$ cat src/hdl/cond_flag_pkg.sv
// Shared constants and types of the condition flag select and update logic
package cond_flag_pkg;

  // ==========================================================================
  // Flag register geometry
  localparam int          GROUPS      = 8;
  localparam int          GROUP_BITS  = 4;
  localparam int          FLAG_COUNT  = 32;
  localparam logic [5:0]  FLAG_BASE   = 6'h20;

  // ==========================================================================
  // Position of each flag inside a group
  localparam logic [1:0]  POS_LT      = 2'h0;
  localparam logic [1:0]  POS_GT      = 2'h1;
  localparam logic [1:0]  POS_EQ      = 2'h2;
  localparam logic [1:0]  POS_SO      = 2'h3;

  // ==========================================================================
  // Branch options field, printed bit 0 is the most significant bit
  localparam int          BO_IGNORE   = 4;
  localparam int          BO_SENSE    = 3;
  localparam int          BO_NO_DEC   = 2;
  localparam int          BO_ZERO     = 1;
  localparam int          BO_HINT     = 0;

  // ==========================================================================
  // Reset and arithmetic constants
  localparam logic [31:0] FLAGS_RST   = 32'h0000_0000;
  localparam logic [31:0] CTR_RST     = 32'h0000_0000;
  localparam logic [31:0] CTR_ONE     = 32'h0000_0001;
  localparam logic [31:0] CTR_ZERO    = 32'h0000_0000;
  localparam logic [4:0]  FIELD_RST   = 5'h00;
  localparam logic [5:0]  NUM_RST     = 6'h00;

  // ==========================================================================
  // Types
  typedef enum logic [2:0] {
    LOG_AND, LOG_OR, LOG_XOR, LOG_NAND, LOG_NOR, LOG_EQV, LOG_ANDC, LOG_ORC
  } flag_logic_op_t;

  typedef enum logic [1:0] {
    ST_IDLE, ST_HOLD
  } branch_state_t;

endpackage

$ cat src/hdl/cond_flag_bit_select.sv
// Condition flag register with update ports and branch condition evaluation
`timescale 1ns/1ps
module cond_flag_bit_select (
  input  wire logic        mclk_i,
  input  wire logic        sys_rst_i,
  // Record-form completion
  input  wire logic        rec_valid_i,
  input  wire logic [31:0] rec_result_i,
  input  wire logic        fixed_point_exception_register_so_i,
  // Compare completion
  input  wire logic        cmp_valid_i,
  input  wire logic [2:0]  flag_group_operand_i,
  input  wire logic [31:0] first_source_gpr_i,
  input  wire logic [31:0] cmp_operand_i,
  input  wire logic        cmp_signed_i,
  // Move to flags register
  input  wire logic        mtf_valid_i,
  input  wire logic [7:0]  mtf_mask_i,
  input  wire logic [31:0] mtf_data_i,
  // Flag logical operation
  input  wire logic        flog_valid_i,
  input  wire logic [2:0]  flog_op_i,
  input  wire logic [4:0]  flog_src_a_i,
  input  wire logic [4:0]  flog_src_b_i,
  input  wire logic [4:0]  flog_dst_i,
  // Older writers still in flight, one bit per group
  input  wire logic [7:0]  flag_pend_grp_i,
  // Branch request
  input  wire logic        branch_valid_i,
  input  wire logic [4:0]  flag_index_field_i,
  input  wire logic [4:0]  branch_options_field_i,
  input  wire logic [31:0] loop_count_register_i,
  // Results
  output logic [31:0]      condition_flags_register_o,
  output logic             branch_busy_o,
  output logic             branch_done_o,
  output logic             branch_taken_o,
  output logic             branch_hint_o,
  output logic             tested_flag_o,
  output logic [5:0]       tested_flag_num_o,
  output logic             loop_count_we_o,
  output logic [31:0]      loop_count_o
);

  // ==========================================================================
  // State
  typedef struct packed {
    cond_flag_pkg::branch_state_t st;
    logic [31:0]                  flags;
    logic [4:0]                   bi;
    logic [4:0]                   bo;
    logic [31:0]                  ctr;
    logic                         busy;
    logic                         done;
    logic                         taken;
    logic                         tested;
    logic [5:0]                   num;
    logic                         ctr_we;
    logic [31:0]                  ctr_out;
  } core_state_t;

  localparam core_state_t STATE_RST = '{
    st:      cond_flag_pkg::ST_IDLE,
    flags:   cond_flag_pkg::FLAGS_RST,
    bi:      cond_flag_pkg::FIELD_RST,
    bo:      cond_flag_pkg::FIELD_RST,
    ctr:     cond_flag_pkg::CTR_RST,
    busy:    1'b0,
    done:    1'b0,
    taken:   1'b0,
    tested:  1'b0,
    num:     cond_flag_pkg::NUM_RST,
    ctr_we:  1'b0,
    ctr_out: cond_flag_pkg::CTR_RST
  };

  core_state_t cur_ff;
  core_state_t nxt_st;

  logic             cmp_lt;
  logic             cmp_gt;
  logic             cmp_eq;
  logic             rec_neg;
  logic             rec_zero;
  logic             flog_a;
  logic             flog_b;
  logic             flog_bit;
  logic [31:0]      mtf_bits;
  logic [7:0][3:0]  grp_new;
  logic [7:0]       grp_hit;
  logic [2:0]       sel_group;
  logic [4:0]       sel_flat;
  logic [5:0]       sel_num;
  logic             sel_bit;
  logic             eval_ready;
  logic [31:0]      ctr_dec;
  logic             cond_ok;
  logic             ctr_ok;

  // ==========================================================================
  // Operand units
  flag_compare u_compare (
    .first_source_gpr_i (first_source_gpr_i),
    .other_operand_i    (cmp_operand_i),
    .signed_i           (cmp_signed_i),
    .lt_o               (cmp_lt),
    .gt_o               (cmp_gt),
    .eq_o               (cmp_eq)
  );

  flag_index_decode u_decode (
    .flag_index_field_i (cur_ff.bi),
    .group_o            (sel_group),
    .pos_o              (),
    .flat_o             (sel_flat),
    .flag_num_o         (sel_num)
  );

  assign rec_neg  = rec_result_i[31];
  assign rec_zero = rec_result_i == cond_flag_pkg::CTR_ZERO;
  assign flog_a   = cur_ff.flags[flog_src_a_i];
  assign flog_b   = cur_ff.flags[flog_src_b_i];

  always_comb
  begin
    case (cond_flag_pkg::flag_logic_op_t'(flog_op_i))
      cond_flag_pkg::LOG_AND:  flog_bit = flog_a & flog_b;
      cond_flag_pkg::LOG_OR:   flog_bit = flog_a | flog_b;
      cond_flag_pkg::LOG_XOR:  flog_bit = flog_a ^ flog_b;
      cond_flag_pkg::LOG_NAND: flog_bit = !(flog_a & flog_b);
      cond_flag_pkg::LOG_NOR:  flog_bit = !(flog_a | flog_b);
      cond_flag_pkg::LOG_EQV:  flog_bit = !(flog_a ^ flog_b);
      cond_flag_pkg::LOG_ANDC: flog_bit = flog_a & !flog_b;
      cond_flag_pkg::LOG_ORC:  flog_bit = flog_a | !flog_b;
      default:                 flog_bit = 1'b0;
    endcase
  end

  // ==========================================================================
  // Per-group update; later writers in this list override earlier ones
  for (genvar g = 0; g < cond_flag_pkg::GROUPS; g++)
  begin : g_grp
    logic [3:0] gn;
    logic       gh;

    assign mtf_bits[g*cond_flag_pkg::GROUP_BITS +: cond_flag_pkg::GROUP_BITS] = {4{mtf_mask_i[g]}};

    always_comb
    begin
      gn = cur_ff.flags[g*cond_flag_pkg::GROUP_BITS +: cond_flag_pkg::GROUP_BITS];
      gh = 1'b0;
      if (mtf_valid_i && mtf_mask_i[g])
      begin
        gn = mtf_data_i[g*cond_flag_pkg::GROUP_BITS +: cond_flag_pkg::GROUP_BITS];
        gh = 1'b1;
      end
      if (flog_valid_i && flog_dst_i[4:2] == 3'(g))
      begin
        gn[flog_dst_i[1:0]] = flog_bit;
        gh = 1'b1;
      end
      if (cmp_valid_i && flag_group_operand_i == 3'(g))
      begin
        gn[cond_flag_pkg::POS_LT] = cmp_lt;
        gn[cond_flag_pkg::POS_GT] = cmp_gt;
        gn[cond_flag_pkg::POS_EQ] = cmp_eq;
        gn[cond_flag_pkg::POS_SO] = fixed_point_exception_register_so_i;
        gh = 1'b1;
      end
      if (rec_valid_i && g == 0)
      begin
        gn[cond_flag_pkg::POS_LT] = rec_neg;
        gn[cond_flag_pkg::POS_GT] = !rec_neg && !rec_zero;
        gn[cond_flag_pkg::POS_EQ] = rec_zero;
        gn[cond_flag_pkg::POS_SO] = fixed_point_exception_register_so_i;
        gh = 1'b1;
      end
    end

    assign grp_new[g] = gn;
    assign grp_hit[g] = gh;
  end

  // ==========================================================================
  // Branch evaluation
  // A write landing this cycle is older than the branch, so wait one more
  assign eval_ready = !flag_pend_grp_i[sel_group] && !grp_hit[sel_group];
  assign sel_bit    = cur_ff.flags[sel_flat];
  assign ctr_dec    = cur_ff.ctr - cond_flag_pkg::CTR_ONE;
  assign cond_ok    = cur_ff.bo[cond_flag_pkg::BO_IGNORE] ||
                      (sel_bit == cur_ff.bo[cond_flag_pkg::BO_SENSE]);
  assign ctr_ok     = cur_ff.bo[cond_flag_pkg::BO_NO_DEC] ||
                      ((ctr_dec == cond_flag_pkg::CTR_ZERO) ==
                       cur_ff.bo[cond_flag_pkg::BO_ZERO]);

  always_comb
  begin
    nxt_st        = cur_ff;
    nxt_st.flags  = grp_new;
    nxt_st.done   = 1'b0;
    nxt_st.ctr_we = 1'b0;
    case (cur_ff.st)
      cond_flag_pkg::ST_IDLE:
      begin
        if (branch_valid_i)
        begin
          nxt_st.st   = cond_flag_pkg::ST_HOLD;
          nxt_st.busy = 1'b1;
          nxt_st.bi   = flag_index_field_i;
          nxt_st.bo   = branch_options_field_i;
          nxt_st.ctr  = loop_count_register_i;
        end
      end
      cond_flag_pkg::ST_HOLD:
      begin
        if (eval_ready)
        begin
          nxt_st.st      = cond_flag_pkg::ST_IDLE;
          nxt_st.busy    = 1'b0;
          nxt_st.done    = 1'b1;
          nxt_st.tested  = sel_bit;
          nxt_st.num     = sel_num;
          nxt_st.taken   = cond_ok && ctr_ok;
          nxt_st.ctr_we  = !cur_ff.bo[cond_flag_pkg::BO_NO_DEC];
          nxt_st.ctr_out = cur_ff.bo[cond_flag_pkg::BO_NO_DEC] ? cur_ff.ctr : ctr_dec;
        end
      end
      default:
      begin
        nxt_st.st   = cond_flag_pkg::ST_IDLE;
        nxt_st.busy = 1'b0;
      end
    endcase
  end

  always_ff @(posedge mclk_i)
  begin
    if (sys_rst_i)
      cur_ff <= STATE_RST;
    else
      cur_ff <= nxt_st;
  end

  // ==========================================================================
  // Outputs
  assign condition_flags_register_o = cur_ff.flags;
  assign branch_busy_o              = cur_ff.busy;
  assign branch_done_o              = cur_ff.done;
  assign branch_taken_o             = cur_ff.taken;
  assign branch_hint_o              = cur_ff.bo[cond_flag_pkg::BO_HINT];
  assign tested_flag_o              = cur_ff.tested;
  assign tested_flag_num_o          = cur_ff.num;
  assign loop_count_we_o            = cur_ff.ctr_we;
  assign loop_count_o               = cur_ff.ctr_out;
endmodule

$ cat src/hdl/flag_index_decode.sv
// Splits a flag index field into group, position and flag numbers
`timescale 1ns/1ps
module flag_index_decode (
  input  wire logic [4:0] flag_index_field_i,
  output logic      [2:0] group_o,
  output logic      [1:0] pos_o,
  output logic      [4:0] flat_o,
  output logic      [5:0] flag_num_o
);

  // ==========================================================================
  // Upper three bits pick the group, lower two the flag in it
  assign group_o    = flag_index_field_i[4:2];
  assign pos_o      = flag_index_field_i[1:0];
  assign flat_o     = 5'({group_o, 2'h0}) + 5'(pos_o);
  // Old code numbered flags from zero; the offset is added here
  assign flag_num_o = cond_flag_pkg::FLAG_BASE + {1'b0, flat_o};

endmodule

$ cat src/hdl/flag_compare.sv
// Signed or unsigned three-way compare of two words
`timescale 1ns/1ps
module flag_compare (
  input  wire logic [31:0] first_source_gpr_i,
  input  wire logic [31:0] other_operand_i,
  input  wire logic        signed_i,
  output logic             lt_o,
  output logic             gt_o,
  output logic             eq_o
);

  logic signed_lt;
  logic unsigned_lt;

  // ==========================================================================
  // Compare
  assign signed_lt   = $signed(first_source_gpr_i) < $signed(other_operand_i);
  assign unsigned_lt = first_source_gpr_i < other_operand_i;
  assign eq_o        = first_source_gpr_i == other_operand_i;
  assign lt_o        = signed_i ? signed_lt : unsigned_lt;
  assign gt_o        = !eq_o && !lt_o;

endmodule

$ cat config.mk
export PLATFORM = sky130hd
export DESIGN_NAME = cond_flag_bit_select
export DESIGN_NICKNAME = d
export VERILOG_FILES = /design/src/hdl/cond_flag_pkg.sv /design/src/hdl/cond_flag_bit_select.sv /design/src/hdl/flag_index_decode.sv /design/src/hdl/flag_compare.sv
export SDC_FILE = /design/constraint.sdc
export NUM_CORES = 1
export LEC_CHECK = 0
export BUFFER_PORTS_ARGS = -buffer_cell sky130_fd_sc_hd__buf_2
export CAP_MARGIN = 20
export CORE_MARGIN = 1
export CORE_UTILIZATION = 47
export CTS_CLUSTER_SIZE = 16
export DETAILED_ROUTE_END_ITERATION = 8
export GPL_ROUTABILITY_DRIVEN = 1
export MAX_ROUTING_LAYER = met4
export PLACE_DENSITY = 0.89
export SLEW_MARGIN = 25
export SYNTH_ARGS = -nofsm -noshare
export SYNTH_HDL_FRONTEND = slang
export SYNTH_HIERARCHICAL = 1
export SYNTH_SLANG_ARGS = --single-unit
export TNS_END_PERCENT = 1
$ cat constraint.sdc
create_clock -name mclk_i -period 3.4 [get_ports mclk_i]
set_input_delay 0.17 -clock mclk_i [delete_from_list [all_inputs] [get_ports mclk_i]]
set_output_delay 0.17 -clock mclk_i [all_outputs]
set_load 0.02 [all_outputs]
Yosys cells after proc, flatten, opt, wreduce, memory -nomap -nowiden
Cells that the tools add are included.
{"block": "op_classes", "add_sub_neg": 3, "magnitude_cmp": 8, "n_eq_ne": 27, "muxes": 79, "n_bitwise": 7, "reduce_logical": 53}
{"op": "two-way mux 4 bit", "count": 25}
{"op": "logical NOT 32 bit", "count": 2}
{"op": "less-than comparator 32 bit", "count": 2}
{"op": "two-way mux 43 bit", "count": 1}
{"op": "equality test 3 bit (second input constant)", "count": 12}
{"op": "two-way mux 1 bit", "count": 33}
{"op": "bitwise mux 4 bit", "count": 8}
{"op": "equality test 32 bit", "count": 1}
{"op": "two-way mux 32 bit", "count": 1}
{"op": "subtractor 32 x 1 -> 32 bit (second input constant)", "count": 1}
{"op": "logical AND 1 bit", "count": 29}
{"op": "equality test 3 x 2 -> 1 bit (second input constant)", "count": 6}
{"op": "less-than comparator 5 x 6 -> 1 bit (second input constant)", "count": 3}
{"op": "binary-select mux 1 bit (select 5 bit)", "count": 3}
{"op": "logical NOT 1 bit", "count": 11}
{"op": "equality test 3 x 1 -> 1 bit (second input constant)", "count": 3}
{"op": "logical NOT 3 bit", "count": 3}
{"op": "case mux 1 bit (8 select lines)", "count": 1}
{"op": "adder 6 x 5 -> 6 bit (first input constant)", "count": 1}
{"op": "binary-select mux 1 bit (select 3 bit)", "count": 2}
{"op": "AND reduction 2 bit", "count": 3}
{"op": "adder 5 x 2 -> 5 bit", "count": 1}
{"op": "less-than comparator 3 x 4 -> 1 bit (second input constant)", "count": 1}
{"op": "two-way mux 2 bit", "count": 2}
{"op": "other kinds (16)", "count": 22}
{"block": "word_totals", "regBits": 119, "in_bits": 216, "output_inout_bits": 76, "word_cells": 189}

Longest topological paths before layout
Gate-level depths: netlist of run 1.
{"block": "depth", "ltp_word": 11, "ltp_mapped": 14, "depth_no_buf": 12}

Cells and area by module
Netlist of run 1, hierarchy kept.
{"mod": "cond_flag_bit_select", "n_inst": 1, "cells_per_inst": 881, "area_each_um2": 7621.1, "seq_area_each_um2": 2342.2}
{"mod": "flag_compare", "n_inst": 1, "cells_per_inst": 114, "area_each_um2": 849.6, "seq_area_each_um2": 0.0}
{"mod": "flag_index_decode", "n_inst": 1, "cells_per_inst": 17, "area_each_um2": 123.9, "seq_area_each_um2": 0.0}

Least setup slack after synthesis of run 1
No wires, ideal clock.
{"block": "synth_path", "kind": "input to register", "from": "input flog_src_a_i[0]", "to": "register cur_ff, in the netlist condition_flags_register_o[2]", "setup_time_ns": 0.095, "t_arrival_ns": 3.529, "t_required_ns": 3.305, "path_slack_ns": -0.225, "cell_stages": 10, "path_buffers": 2, "cell_sequence": "clkbuf_1 -> mux4_2 -> mux4_2 -> mux2i_1 -> ha_1 -> mux2_2 -> mux4_2 -> clkbuf_1 -> a311o_1 -> a221oi_1"}
{"block": "synth_via", "elab_chain_len": 9, "word_cells_on_any_way": 15, "cone_classes": "mux (7); bitwise (5); reduce/logical (3)"}
{"element": "start: declaration", "line": "cond_flag_bit_select.sv:23", "rtl": "input wire logic [4:0] flog_src_a_i,"}
{"element": "binary-select mux 1 bit (select 5 bit) (*)", "line": "cond_flag_bit_select.sv:121", "rtl": "assign flog_a = cur_ff.flags[flog_src_a_i];"}
{"element": "two-way mux 1 bit (implied by the code) (*)", "line": "cond_flag_bit_select.sv:121"}
{"element": "bitwise XOR 1 bit (tied with other cells)", "line": "cond_flag_bit_select.sv:129, cond_flag_bit_select.sv:132"}
{"element": "logical NOT 1 bit (on tied branches)", "line": "cond_flag_bit_select.sv:132, cond_flag_bit_select.sv:130, cond_flag_bit_select.sv:131"}
{"element": "case mux 1 bit (8 select lines) (*)", "line": "cond_flag_bit_select.sv:126", "rtl": "case (cond_flag_pkg::flag_logic_op_t'(flog_op_i))"}
{"element": "bitwise mux 4 bit (*)", "line": "cond_flag_bit_select.sv:159", "rtl": "gn[flog_dst_i[1:0]] = flog_bit;"}
{"element": "two-way mux 4 bit (*)", "line": "cond_flag_bit_select.sv:157", "rtl": "if (flog_valid_i && flog_dst_i[4:2] == 3'(g))"}
{"element": "two-way mux 4 bit (*)", "line": "cond_flag_bit_select.sv:162", "rtl": "if (cmp_valid_i && flag_group_operand_i == 3'(g))"}
{"element": "two-way mux 4 bit (*)", "line": "cond_flag_bit_select.sv:170", "rtl": "if (rec_valid_i && g == 0)"}
{"element": "end signal: assignment", "line": "cond_flag_bit_select.sv:241", "rtl": "cur_ff <= nxt_st;"}
{"element": "end: declaration", "line": "cond_flag_bit_select.sv:77", "rtl": "core_state_t cur_ff;"}
Every way passes the cells marked *; elsewhere a longest branch is shown, timed or not. The select of a mux whose other input is x is not followed.
A chain may end at the register's enable or synchronous reset.

Worst setup path in the final report of run 1
{"block": "layout_path", "from": "register cur_ff, in the netlist condition_flags_register_o[11]", "to": "register cur_ff, in the netlist condition_flags_register_o[29]"}
{"block": "layout_via", "elab_chain_len": 8, "word_cells_on_any_way": 17, "cone_classes": "mux (8); bitwise (5); reduce/logical (4)"}
{"element": "binary-select mux 1 bit (select 5 bit) (on tied branches)", "line": "cond_flag_bit_select.sv:122, cond_flag_bit_select.sv:121"}
{"element": "two-way mux 1 bit (on tied branches)", "line": "cond_flag_bit_select.sv:122, cond_flag_bit_select.sv:121"}
{"element": "logical NOT 1 bit (tied with other cells)", "line": "cond_flag_bit_select.sv:133, cond_flag_bit_select.sv:134"}
{"element": "bitwise OR 1 bit (tied with other cells)", "line": "cond_flag_bit_select.sv:134", "rtl": "cond_flag_pkg::LOG_ORC: flog_bit = flog_a | !flog_b;"}
{"element": "case mux 1 bit (8 select lines) (*)", "line": "cond_flag_bit_select.sv:126"}
{"element": "bitwise mux 4 bit (*)", "line": "cond_flag_bit_select.sv:159"}
{"element": "two-way mux 4 bit (*)", "line": "cond_flag_bit_select.sv:157"}
{"element": "two-way mux 4 bit (*)", "line": "cond_flag_bit_select.sv:162"}
Marked as above.

==> results of run 1 <==
==> routing by layer <==
metal	part of all wire, %	track usage, %
met1	42	40.0
met5	0	-
met3	7.9	5.70
met4	4.7	18.3
met2	46	49.3
==> per-stage QoR <==
step | total power (µW) | TNS, ns
final | 4630 | -0.132
after CTS | 4580 | 0
after global routing | 4820 | -1.26
after global placement | 2730 | -1.18
after detailed placement | 2760 | -4.03
after floorplan | 2370 | 0
==> placed cells by master (no fill, tap or decap), drive strengths merged, types with 14 or more instances in the layout <==
cell,count
nand4,17
nor4,20
inv,43
mux4,29
xnor2,21
a211oi,27
ha,38
clkbuf,19
nor2,105
nand3,14
dlygate4sd3,28
mux2i,85
buf,350
xor2,14
nor3,20
a21oi,64
nand2,110
dfxtp,117
==> registers in the layout, indices dropped and copies added, names as in the netlist <==
register and flops:
cur_ff 41, condition_flags_register_o 32, loop_count_we_o 1, branch_hint_o 1, tested_flag_num_o 6, branch_done_o 1, loop_count_o 32, branch_taken_o 1
branch_busy_o 1, tested_flag_o 1
==> area by class of cell <==
class                      count  area [µm²]  area share [%]
multi-input combinational    704        5270            48.4
sequential                   117        2360            21.7
timing repair buffer         378        2220            20.4
clock buffer                  19         443            4.07
tap                          229         287            2.63
clock inverter                13         148            1.36
inverter                      39         146            1.35
antenna                        1        2.50          0.0230
==> how the worst min path moves through the flow <==
stage | startpoint | endpoint | slack, ns
floorplan | rec_valid_i | condition_flags_register_o[2] | 0.28
global placement | flag_index_field_i[1] | cur_ff[81] | 0.41
detailed placement | loop_count_register_i[23] | cur_ff[66] | 0.42
CTS | loop_count_register_i[6] | cur_ff[49] | 0.0005
global route | loop_count_register_i[6] | cur_ff[49] | 0.01
finish | loop_count_register_i[4] | cur_ff[47] | 0.01
==> critical path, cell delays in order, from the launching register on <==
cell and delay (ns):
dfxtp_4 0.36, mux4_2 0.46, mux4_2 0.50, mux2i_4 0.24
inv_2 0.10, ha_2 0.18, mux2_2 0.25, mux4_2 0.55
or3_1 0.41, a21oi_2 0.14, a21oi_1 0.07, nor2_1 0.12
==> report_power, final <==
group | internal (µW) | switching, µW | leakage, µW
registers | 1460 | 117 | 0.000963
logic | 573 | 670 | 0.00386
clock network | 1110 | 697 | 0.000277
==> timing repair <==
action	in CTS	in global routing
pin swaps	0	4
endpoints found under the hold margin	28	0
endpoints found under the setup margin	18	28
gates resized for setup	4	27
setup buffers	1	1
hold buffers	28	0
==> impl_results.md, run 1 <==
* Core Box Area at around 0.018 mm²
* Number of failing hold endpoints at the final stage at 0
* Die height at 137 µm
* Final wirelength at a little under 30000 µm
* Root Buffer: clkbuf_16
* Critical path launch point type: flop
* Initial antenna violation count at 1
* Global-route wire length before repair at roughly 44000 µm
* GRT Total Usage at between 30% and 40%
* Final nets at about 1500
* Final Util at 60.8%
* H-Tree Depth at 4
* Fin worst setup slack at -0.0613 ns
* Relative slew margins at 47.9%
* DRT Pass-1 Iters at 5
* Clock insertion delay at the later pin of the skew report at 0.43 ns
* Row cnt at 49
* RSZ-0062 raised after global routing: yes
* Number of buffers created by CTS at 17
* Vias at 8616
* FF-to-FF path depth at 11
* Largest net degree at the start of global routing at 64
* Max Buffers Root-to-Sink at 2
* PortBufs at approximately 290
* R2R setup slack at -0.06 ns
* Static leakage at 0.00510 µW
* Fmax at ~290 MHz
* Status: finished, violations left
* Hold WS at about 0.014 ns
* Finished Cell Area at roughly 0.011 mm²
* Mapped Area at 0.00858 mm²
* Hold Path Class: in2reg
* Post-Layout Cell Count at 1500
* Hold depth at 3
* Post-Place Worst Slack at -0.202 ns
* Mean area per synthesized cell at ~8.5 µm²
* Worst r2r src: condition_flags_register_o[11]
* Dpl cell area at about 0.0099 mm²
* GPL Wtd Cong at 0.969
* Maxcap violations at 0
* Crit Path Class: reg2reg
* Synth Instances at 1010
* CTS tree: built
* Max IR drop VDD at 0.332 mV
* Setup crit end: condition_flags_register_o[29]
* Tmin final at 3.46 ns
* Post-route ant nets at 0
* Syn_nets at roughly 1300
* Overflow after GRT at 0
* DR vias/cell at around 5.7
* Worst Path Arrival at 3.81 ns
* Period utilization at 102%
* DR iter-0 viols at around 1100
* CTS clk-pin slew, worst paths at approximately 0.070 ns
* Area growth syn-to-layout at 26.8%
* CP required at 3.74 ns
* Critical Path Sink Type: flop
* Pwr Density at 425 mW/mm²
* I/O Pins at about 290
* Reg-to-Reg End: condition_flags_register_o[29]
* Worst Tran Pin Value at 0.781 ns
* Yosys warns at 6
* Wire per inst at about 20 µm
* Cells after DPL at roughly 1400
* Crit path max fanout at 5
* Clk_skew at about 0.014 ns
* Failing checks: negative setup slack
* Die Area at approximately 0.019 mm²
* Vias in the first global route at 8385
* Crit path from: condition_flags_register_o[11]
* DRC at 0
* Final setup vio count at 4
* Sink Count at 117
* Fin. max-slew vios at 0
* Die W at 137 µm
* Detail Placement HPWL at 22100 µm
* Layout cells sized above 1 at about 36%
* Initial Util at 47.9%
* Fillcell total at between 1000 and 1500
Power figures use the tool's default switching activity.
==> inputs of run 2 (changes only) <==
--- a/config.mk
+++ b/config.mk
@@ -5,9 +5,8 @@
 export SDC_FILE = /design/constraint.sdc
 export NUM_CORES = 1
 export LEC_CHECK = 0
-export BUFFER_PORTS_ARGS = -buffer_cell sky130_fd_sc_hd__buf_2
+export BUFFER_PORTS_ARGS = -buffer_cell sky130_fd_sc_hd__clkbuf_2
 export CAP_MARGIN = 20
-export CORE_MARGIN = 1
 export CORE_UTILIZATION = 47
 export CTS_CLUSTER_SIZE = 16
 export DETAILED_ROUTE_END_ITERATION = 8
==> run 2 against run 1 <==
Net effect:
- the flow still finishes with violations (negative setup slack)
- total power fell by 1.1%
- clock skew decreased by 0.0044 ns
- sequential cell count did not move
- maximum frequency rose by 1.8%
==> impl_results.md, run 2 (synthesis results as in run 1) <==
* Root Buffer: clkbuf_16
* Fin. max-slew vios at 0
* Multi-input gate area at between 0.005 and 0.006 mm²
* Post-route ant nets at 0
* Number of buffers created by CTS at 17
* CTS tree: built
* Largest delay share family, worst path: multiplexers
* Worst path slowest cell: mux4_2
* Max Buffers Root-to-Sink at 2
* Crit path max fanout at 6
* Worst Path Arrival at 3.76 ns
* GPL Wtd Cong at approximately 1
* Setup TNS at -0.00141 ns
* Overflow after GRT at 0
* Final nets at ~1500
* Hold Path Class: in2reg
* Wire per inst at approximately 19 µm
* N_diodes at 0
* Row cnt at around 50
* Max IR drop VDD at approximately 0.32 mV
* Fillcell total at ~1500
* Cells after DPL at around 1400
* GRT Total Usage at between 30% and 40%
* Fin worst setup slack at -0.00141 ns
* DRC at 0
* Sequential cell area at 0.00236 mm²
* Maxcap violations at 0
* Largest net degree at the start of global routing at slightly above 90
* Die Area at 0.0188 mm²
* Leading cell type in the layout, fill and taps excluded: clkbuf_2
* H-Tree Depth at 4
* Die W at 137 µm
* Relative slew margins at 37.0%
* Worst path most repeated cell: mux4_2
* Layout cells sized above 1 at a little over a third
* Area growth syn-to-layout at 26.9%
* Max FFs per register at a little over 40
* Dpl cell area at just under 0.01 mm²
* Critical path launch point type: flop
* Max stage delay on crit path at roughly 0.55 ns
* CP required at 3.76 ns
* CTS clk-pin slew, worst paths at 0.06 ns
* Tmin final at around 3.4 ns
* Critical Path Sink Type: flop
* Final setup vio count at 1
* Number of failing hold endpoints at the final stage at 0
* Initial Util at around 48%
* Fmax at around 300 MHz
* Buf/Inv on CP at 2
* Most frequent cells in the layout: clkbuf_2 (290), nand2_1 (109), nor2_1 (105), dfxtp_1 (101), mux2i_1 (83)
* Vias in the first global route at between 8000 and 9000
* Die height at between 100 and 150 µm
* Static leakage at approximately 0.0051 µW
* Finished Cell Area at 0.0109 mm²
* DR iter-0 viols at 853
* PortBufs at 291
* Period utilization at 100%
* Global-route wire length before repair at around 44000 µm
* R2R setup slack at -0.001 ns
* Pwr Density at ~420 mW/mm²
* Hold WS at between 0.02 and 0.025 ns
* Sink Count at between 100 and 150
* Biggest register: cur_ff
* Vias at 8637
* Critical-path cell list: mux4_2 > mux4_2 > mux2i_4 > inv_2 > ha_2 > mux2_2 > mux4_2 > buf_12 > a311oi_2 > a21oi_1 > nor2_1 > a21oi_1 > nor2_1
* I/O Pins at slightly below 300
* Post-Layout Cell Count at 1500
* Initial antenna violation count at 0
* Clock insertion delay at the later pin of the skew report at around 0.42 ns
* Status: finished, violations left
* DRT Pass-1 Iters at 8
* Crit Path Class: reg2reg
* Failing checks: negative setup slack
* DR vias/cell at approximately 5.8
* Core Box Area at between 0.015 and 0.02 mm²
* Detail Placement HPWL at between 20000 and 25000 µm
* Final wirelength at 28800 µm
* Worst Tran Pin Value at ~0.94 ns
* Clk_skew at around 0.0097 ns
* RSZ-0062 raised after global routing: yes
* Final Util at between 60% and 70%
## run 2: changes by cell type in the layout (fill, tap and decap cells not counted), moves of 2 or more
| cell | before | now |
|---|---|---|
| buf_2 | 290 | 0 |
| clkbuf_2 | 0 | 290 |
| dfxtp_2 | 11 | 16 |
| dlygate4sd3_1 | 28 | 33 |
| clkinvlp_4 | 4 | 0 |
| inv_6 | 4 | 8 |
| buf_4 | 55 | 52 |
| dfxtp_1 | 104 | 101 |
| inv_8 | 0 | 3 |
| buf_12 | 2 | 4 |
| buf_6 | 2 | 0 |
| dfxtp_4 | 2 | 0 |
## run 2: area by class of cell
type / count / area share [%]
clock buffer: 17 / 3.91
clock inverter: 15 / 1.44
inverter: 39 / 1.34
multi-input combinational: 704 / 48.3
sequential: 117 / 21.7
tap: 229 / 2.63
timing repair buffer: 379 / 20.7
## run 2: metrics by stage
| stage | setup WS, ns | total power, µW |
|---|---|---|
| after CTS | 0.00532 | 4550 |
| after global routing | -0.144 | 4770 |
| after floorplan | 0.0457 | 2370 |
| final | -0.00141 | 4580 |
| after detailed placement | -0.179 | 2740 |
| after global placement | -0.0708 | 2710 |
## run 2: path summary, 6_finish.rpt
path	from	to	cells after the start
worst max register to register	condition_flags_register_o[31]	condition_flags_register_o[1]	13
worst min register to register	branch_hint_o	branch_hint_o	2
worst max-delay path	condition_flags_register_o[31]	condition_flags_register_o[1]	13
worst min-delay path	flag_index_field_i[3]	cur_ff[83]	3
## run 2: power by group
part           total (µW)  switching [µW]  internal (µW)
logic                1220             658            564
clock network        1770             734           1040
registers            1590             120           1470
total                4580            1510           3070
## run 2: timing repair
action	4_1_cts	5_1_grt
gates resized for setup	6	20
cloned	0	0
hold endpoints to repair	33	0
pin swaps	1	3
setup buffers	2	1
endpoints found under the setup margin	20	31
hold buffers	33	0
## run 2: worst reg2reg max path, cell delays in order, from the launching register on
cell and delay (ns):
dfxtp_2 0.33, mux4_2 0.47, mux4_2 0.53, mux2i_4 0.24, inv_2 0.06, ha_2 0.19, mux2_2 0.27, mux4_2 0.55
buf_12 0.18, a311oi_2 0.19, a21oi_1 0.07, nor2_1 0.13, a21oi_1 0.05, nor2_1 0.09
## run 2: metal layers
layer	part of all wire [%]	up-vias	routed length, µm	GRT usage, %
met5	0	-	0	-
met4	4.4	0	1280	16.7
met3	9.1	128	2620	5.93
met2	46	528	13200	49.0
met1	40	3961	11600	39.7
li1	-	4020	-	-
==> inputs of run 3 (changes only) <==
--- a/config.mk
+++ b/config.mk
@@ -11,6 +11,7 @@
 export CTS_CLUSTER_SIZE = 16
 export DETAILED_ROUTE_END_ITERATION = 8
 export GPL_ROUTABILITY_DRIVEN = 1
+export GPL_TIMING_DRIVEN = 0
 export MAX_ROUTING_LAYER = met4
 export PLACE_DENSITY = 0.89
 export SLEW_MARGIN = 25
==> run 3 against run 2 <==
Net effect:
- the flow finishes with violations (negative hold slack, negative setup slack)
- wire length up 3.8%
- final area up 5.0%
- first-iteration DRC count up 20%
- setup slack worse by 0.15 ns
- core utilization up 3.0 points
- sequential share of layout area down 0.78 points
- clock power up 4%
- clock skew down 0.0019 ns
- register-to-register slack worse by 0.15 ns
- critical path type unchanged
- critical endpoint is now condition_flags_register_o[3]
- largest power group unchanged
==> impl_results.md, run 3 (synthesis results as in run 1) <==
* Overflow after GRT at 0
* Crit path from: condition_flags_register_o[22]
* Max Buffers Root-to-Sink at 2
* Critical Path Sink Type: flop
* Number of buffers created by CTS at 17
* Relative slew margins at a little under two fifths
* Final wirelength at 29800 µm
* Layout cells sized above 1 at about two fifths
* Failing checks: negative hold slack, negative setup slack
* Clock insertion delay at the later pin of the skew report at 0.42 ns
* I/O Pins at ~290
* Initial antenna violation count at 0
* Met2 usage at 50.9%
* N_diodes at 0
* Hold WS at -0.00220 ns
* Cells after DPL at about 1500
* Worst Tran Pin Value at between 0.9 and 1 ns
* Vias in the first global route at roughly 9000
* Fmax at ~280 MHz
* Most frequent cells in the layout: clkbuf_2 (281), nand2_1 (109), nor2_1 (105), buf_4 (99), dfxtp_1 (90)
* Met1 Use GR at approximately 41%
* Hold Path Class: in2reg
* Sequential cell area at approximately 0.0024 mm²
* Root Buffer: clkbuf_16
* GRT Total Usage at 32.5%
* FF-to-FF path depth at 11
* Clk_skew at 0.00783 ns
* Worst hold path endpoint: cur_ff[48]
* Sink Count at about 120
* Fin. max-slew vios at 0
* Largest net degree at the start of global routing at 17
* Max FFs per register at 41
* M3 GR Usage at just under 5%
* Fillcell total at 1449
* Row cnt at 49
* Maxcap violations at 0
* CP required at approximately 3.7 ns
* CTS tree: built
* Final setup vio count at 26
* Vias at roughly 9000
* Final nets at 1605
* Global-route wire length before repair at around 45000 µm
* Setup TNS at -1.33 ns
* DRT Pass-1 Iters at 6
* Die height at roughly 140 µm
* Reg-to-Reg End: condition_flags_register_o[3]
* CTS clk-pin slew, worst paths at roughly 0.060 ns
* Global route hottest layer: met2
* Period utilization at 104%
* Biggest register: cur_ff
* Post-Place Worst Slack at -0.576 ns
* Leading cell type in the layout, fill and taps excluded: clkbuf_2
* Worst r2r src: condition_flags_register_o[22]
* Post-Layout Cell Count at ~1600
* DR vias/cell at about 5.7
* Number of failing hold endpoints at the final stage at 2
* Hold_sp: loop_count_register_i[5]
* Crit Path Class: reg2reg
* GPL Wtd Cong at about 0.95
* Wire per inst at about 19 µm
* Fin worst setup slack at -0.149 ns
* Crit path max fanout at 10
* RSZ-0062 raised after global routing: yes
* H-Tree Depth at 4
* Core Box Area at between 0.015 and 0.02 mm²
* Area growth syn-to-layout at 33.2%
* R2R setup slack at -0.15 ns
* Static leakage at about 0.0054 µW
* DRC at 0
* Detail Placement HPWL at roughly 23000 µm
* Tmin final at ~3.5 ns
* PortBufs at about 280
* Die Area at 0.0188 mm²
* Status: finished, violations left
* Critical path launch point type: flop
* Post-route ant nets at 0
* Multi-input gate area at roughly 0.0053 mm²
* Tot Pwr at around 4700 µW
* Pwr Density at ~420 mW/mm²
* Worst Path Arrival at a little under 4 ns
* DR iter-0 viols at 1027
* Die W at around 140 µm
* Initial Util at a little under half
* Hold depth at 3
* Max IR drop VDD at between 0.3 and 0.4 mV
[run 3: cell types whose count changed in the layout (fill, tap and decap cells not counted), moves of 7 or more]
| cell | delta |
|---|---|
| buf_2 | +7 |
| clkbuf_1 | +46 |
| buf_4 | +47 |
| clkbuf_2 | -9 |
| dfxtp_1 | -11 |
[run 3: final cells by class]
class	count	area share (%)
tap	229	2.51
timing repair buffer	322	15.6
inverter	39	1.28
buffer	150	8.37
sequential	117	20.9
multi-input combinational	704	46.0
clock inverter	15	1.58
clock buffer	17	3.72
[run 3: worst max-delay path by stage]
stage	to	slack (ns)
2_1_floorplan	condition_flags_register_o[2]	0.05
3_3_place_gp	condition_flags_register_o[27]	-0.46
3_5_place_dp	condition_flags_register_o[27]	-0.58
4_1_cts	condition_flags_register_o[27]	-0.06
5_1_grt	condition_flags_register_o[3]	-0.21
6_report	condition_flags_register_o[3]	-0.15
[run 3: where the power goes]
group          internal (µW)  switching (µW)
Sequential              1470             113
Clock                   1160             685
Combinational            625             699
Total                   3250            1500
[run 3: stage by stage]
step | hold slack, ns | util (%) | area [µm²]
floorplan | 0.281 | - | 8590
global placement | 0.395 | 57.4 | 10300
detailed placement | 0.401 | 57.4 | 10300
CTS | 0.00169 | 63.1 | 11300
global route | 0.00695 | 63.8 | 11400
finish | -0.00220 | 63.8 | 11400
[run 3: worst max-delay path: stages, from the launching register on]
cell and delay [ns]:
dfxtp_1 0.36, mux4_2 0.49, mux4_2 0.50, mux2i_4 0.24
ha_4 0.25, mux2_2 0.25, mux4_2 0.58, buf_8 0.19
clkbuf_16 0.16, mux2i_2 0.18, nand2_1 0.12, a21oi_2 0.14
[run 3: repair_timing]
action / in CTS / in global routing
hold buffers: 26 / 1
endpoints found under the setup margin: 32 / 32
buffers inserted: 8 / 6
endpoints found under the hold margin: 26 / 1
pin swaps: 2 / 3
gates cloned: 0 / 0
gates resized for setup: 31 / 29
[run 3: per-layer routing]
metal / vias up / wire, µm
met1: 4184 / 12000
li1: 4204 / -
met4: 0 / 1460
met2: 586 / 13700
met3: 142 / 2670
met5: - / 0
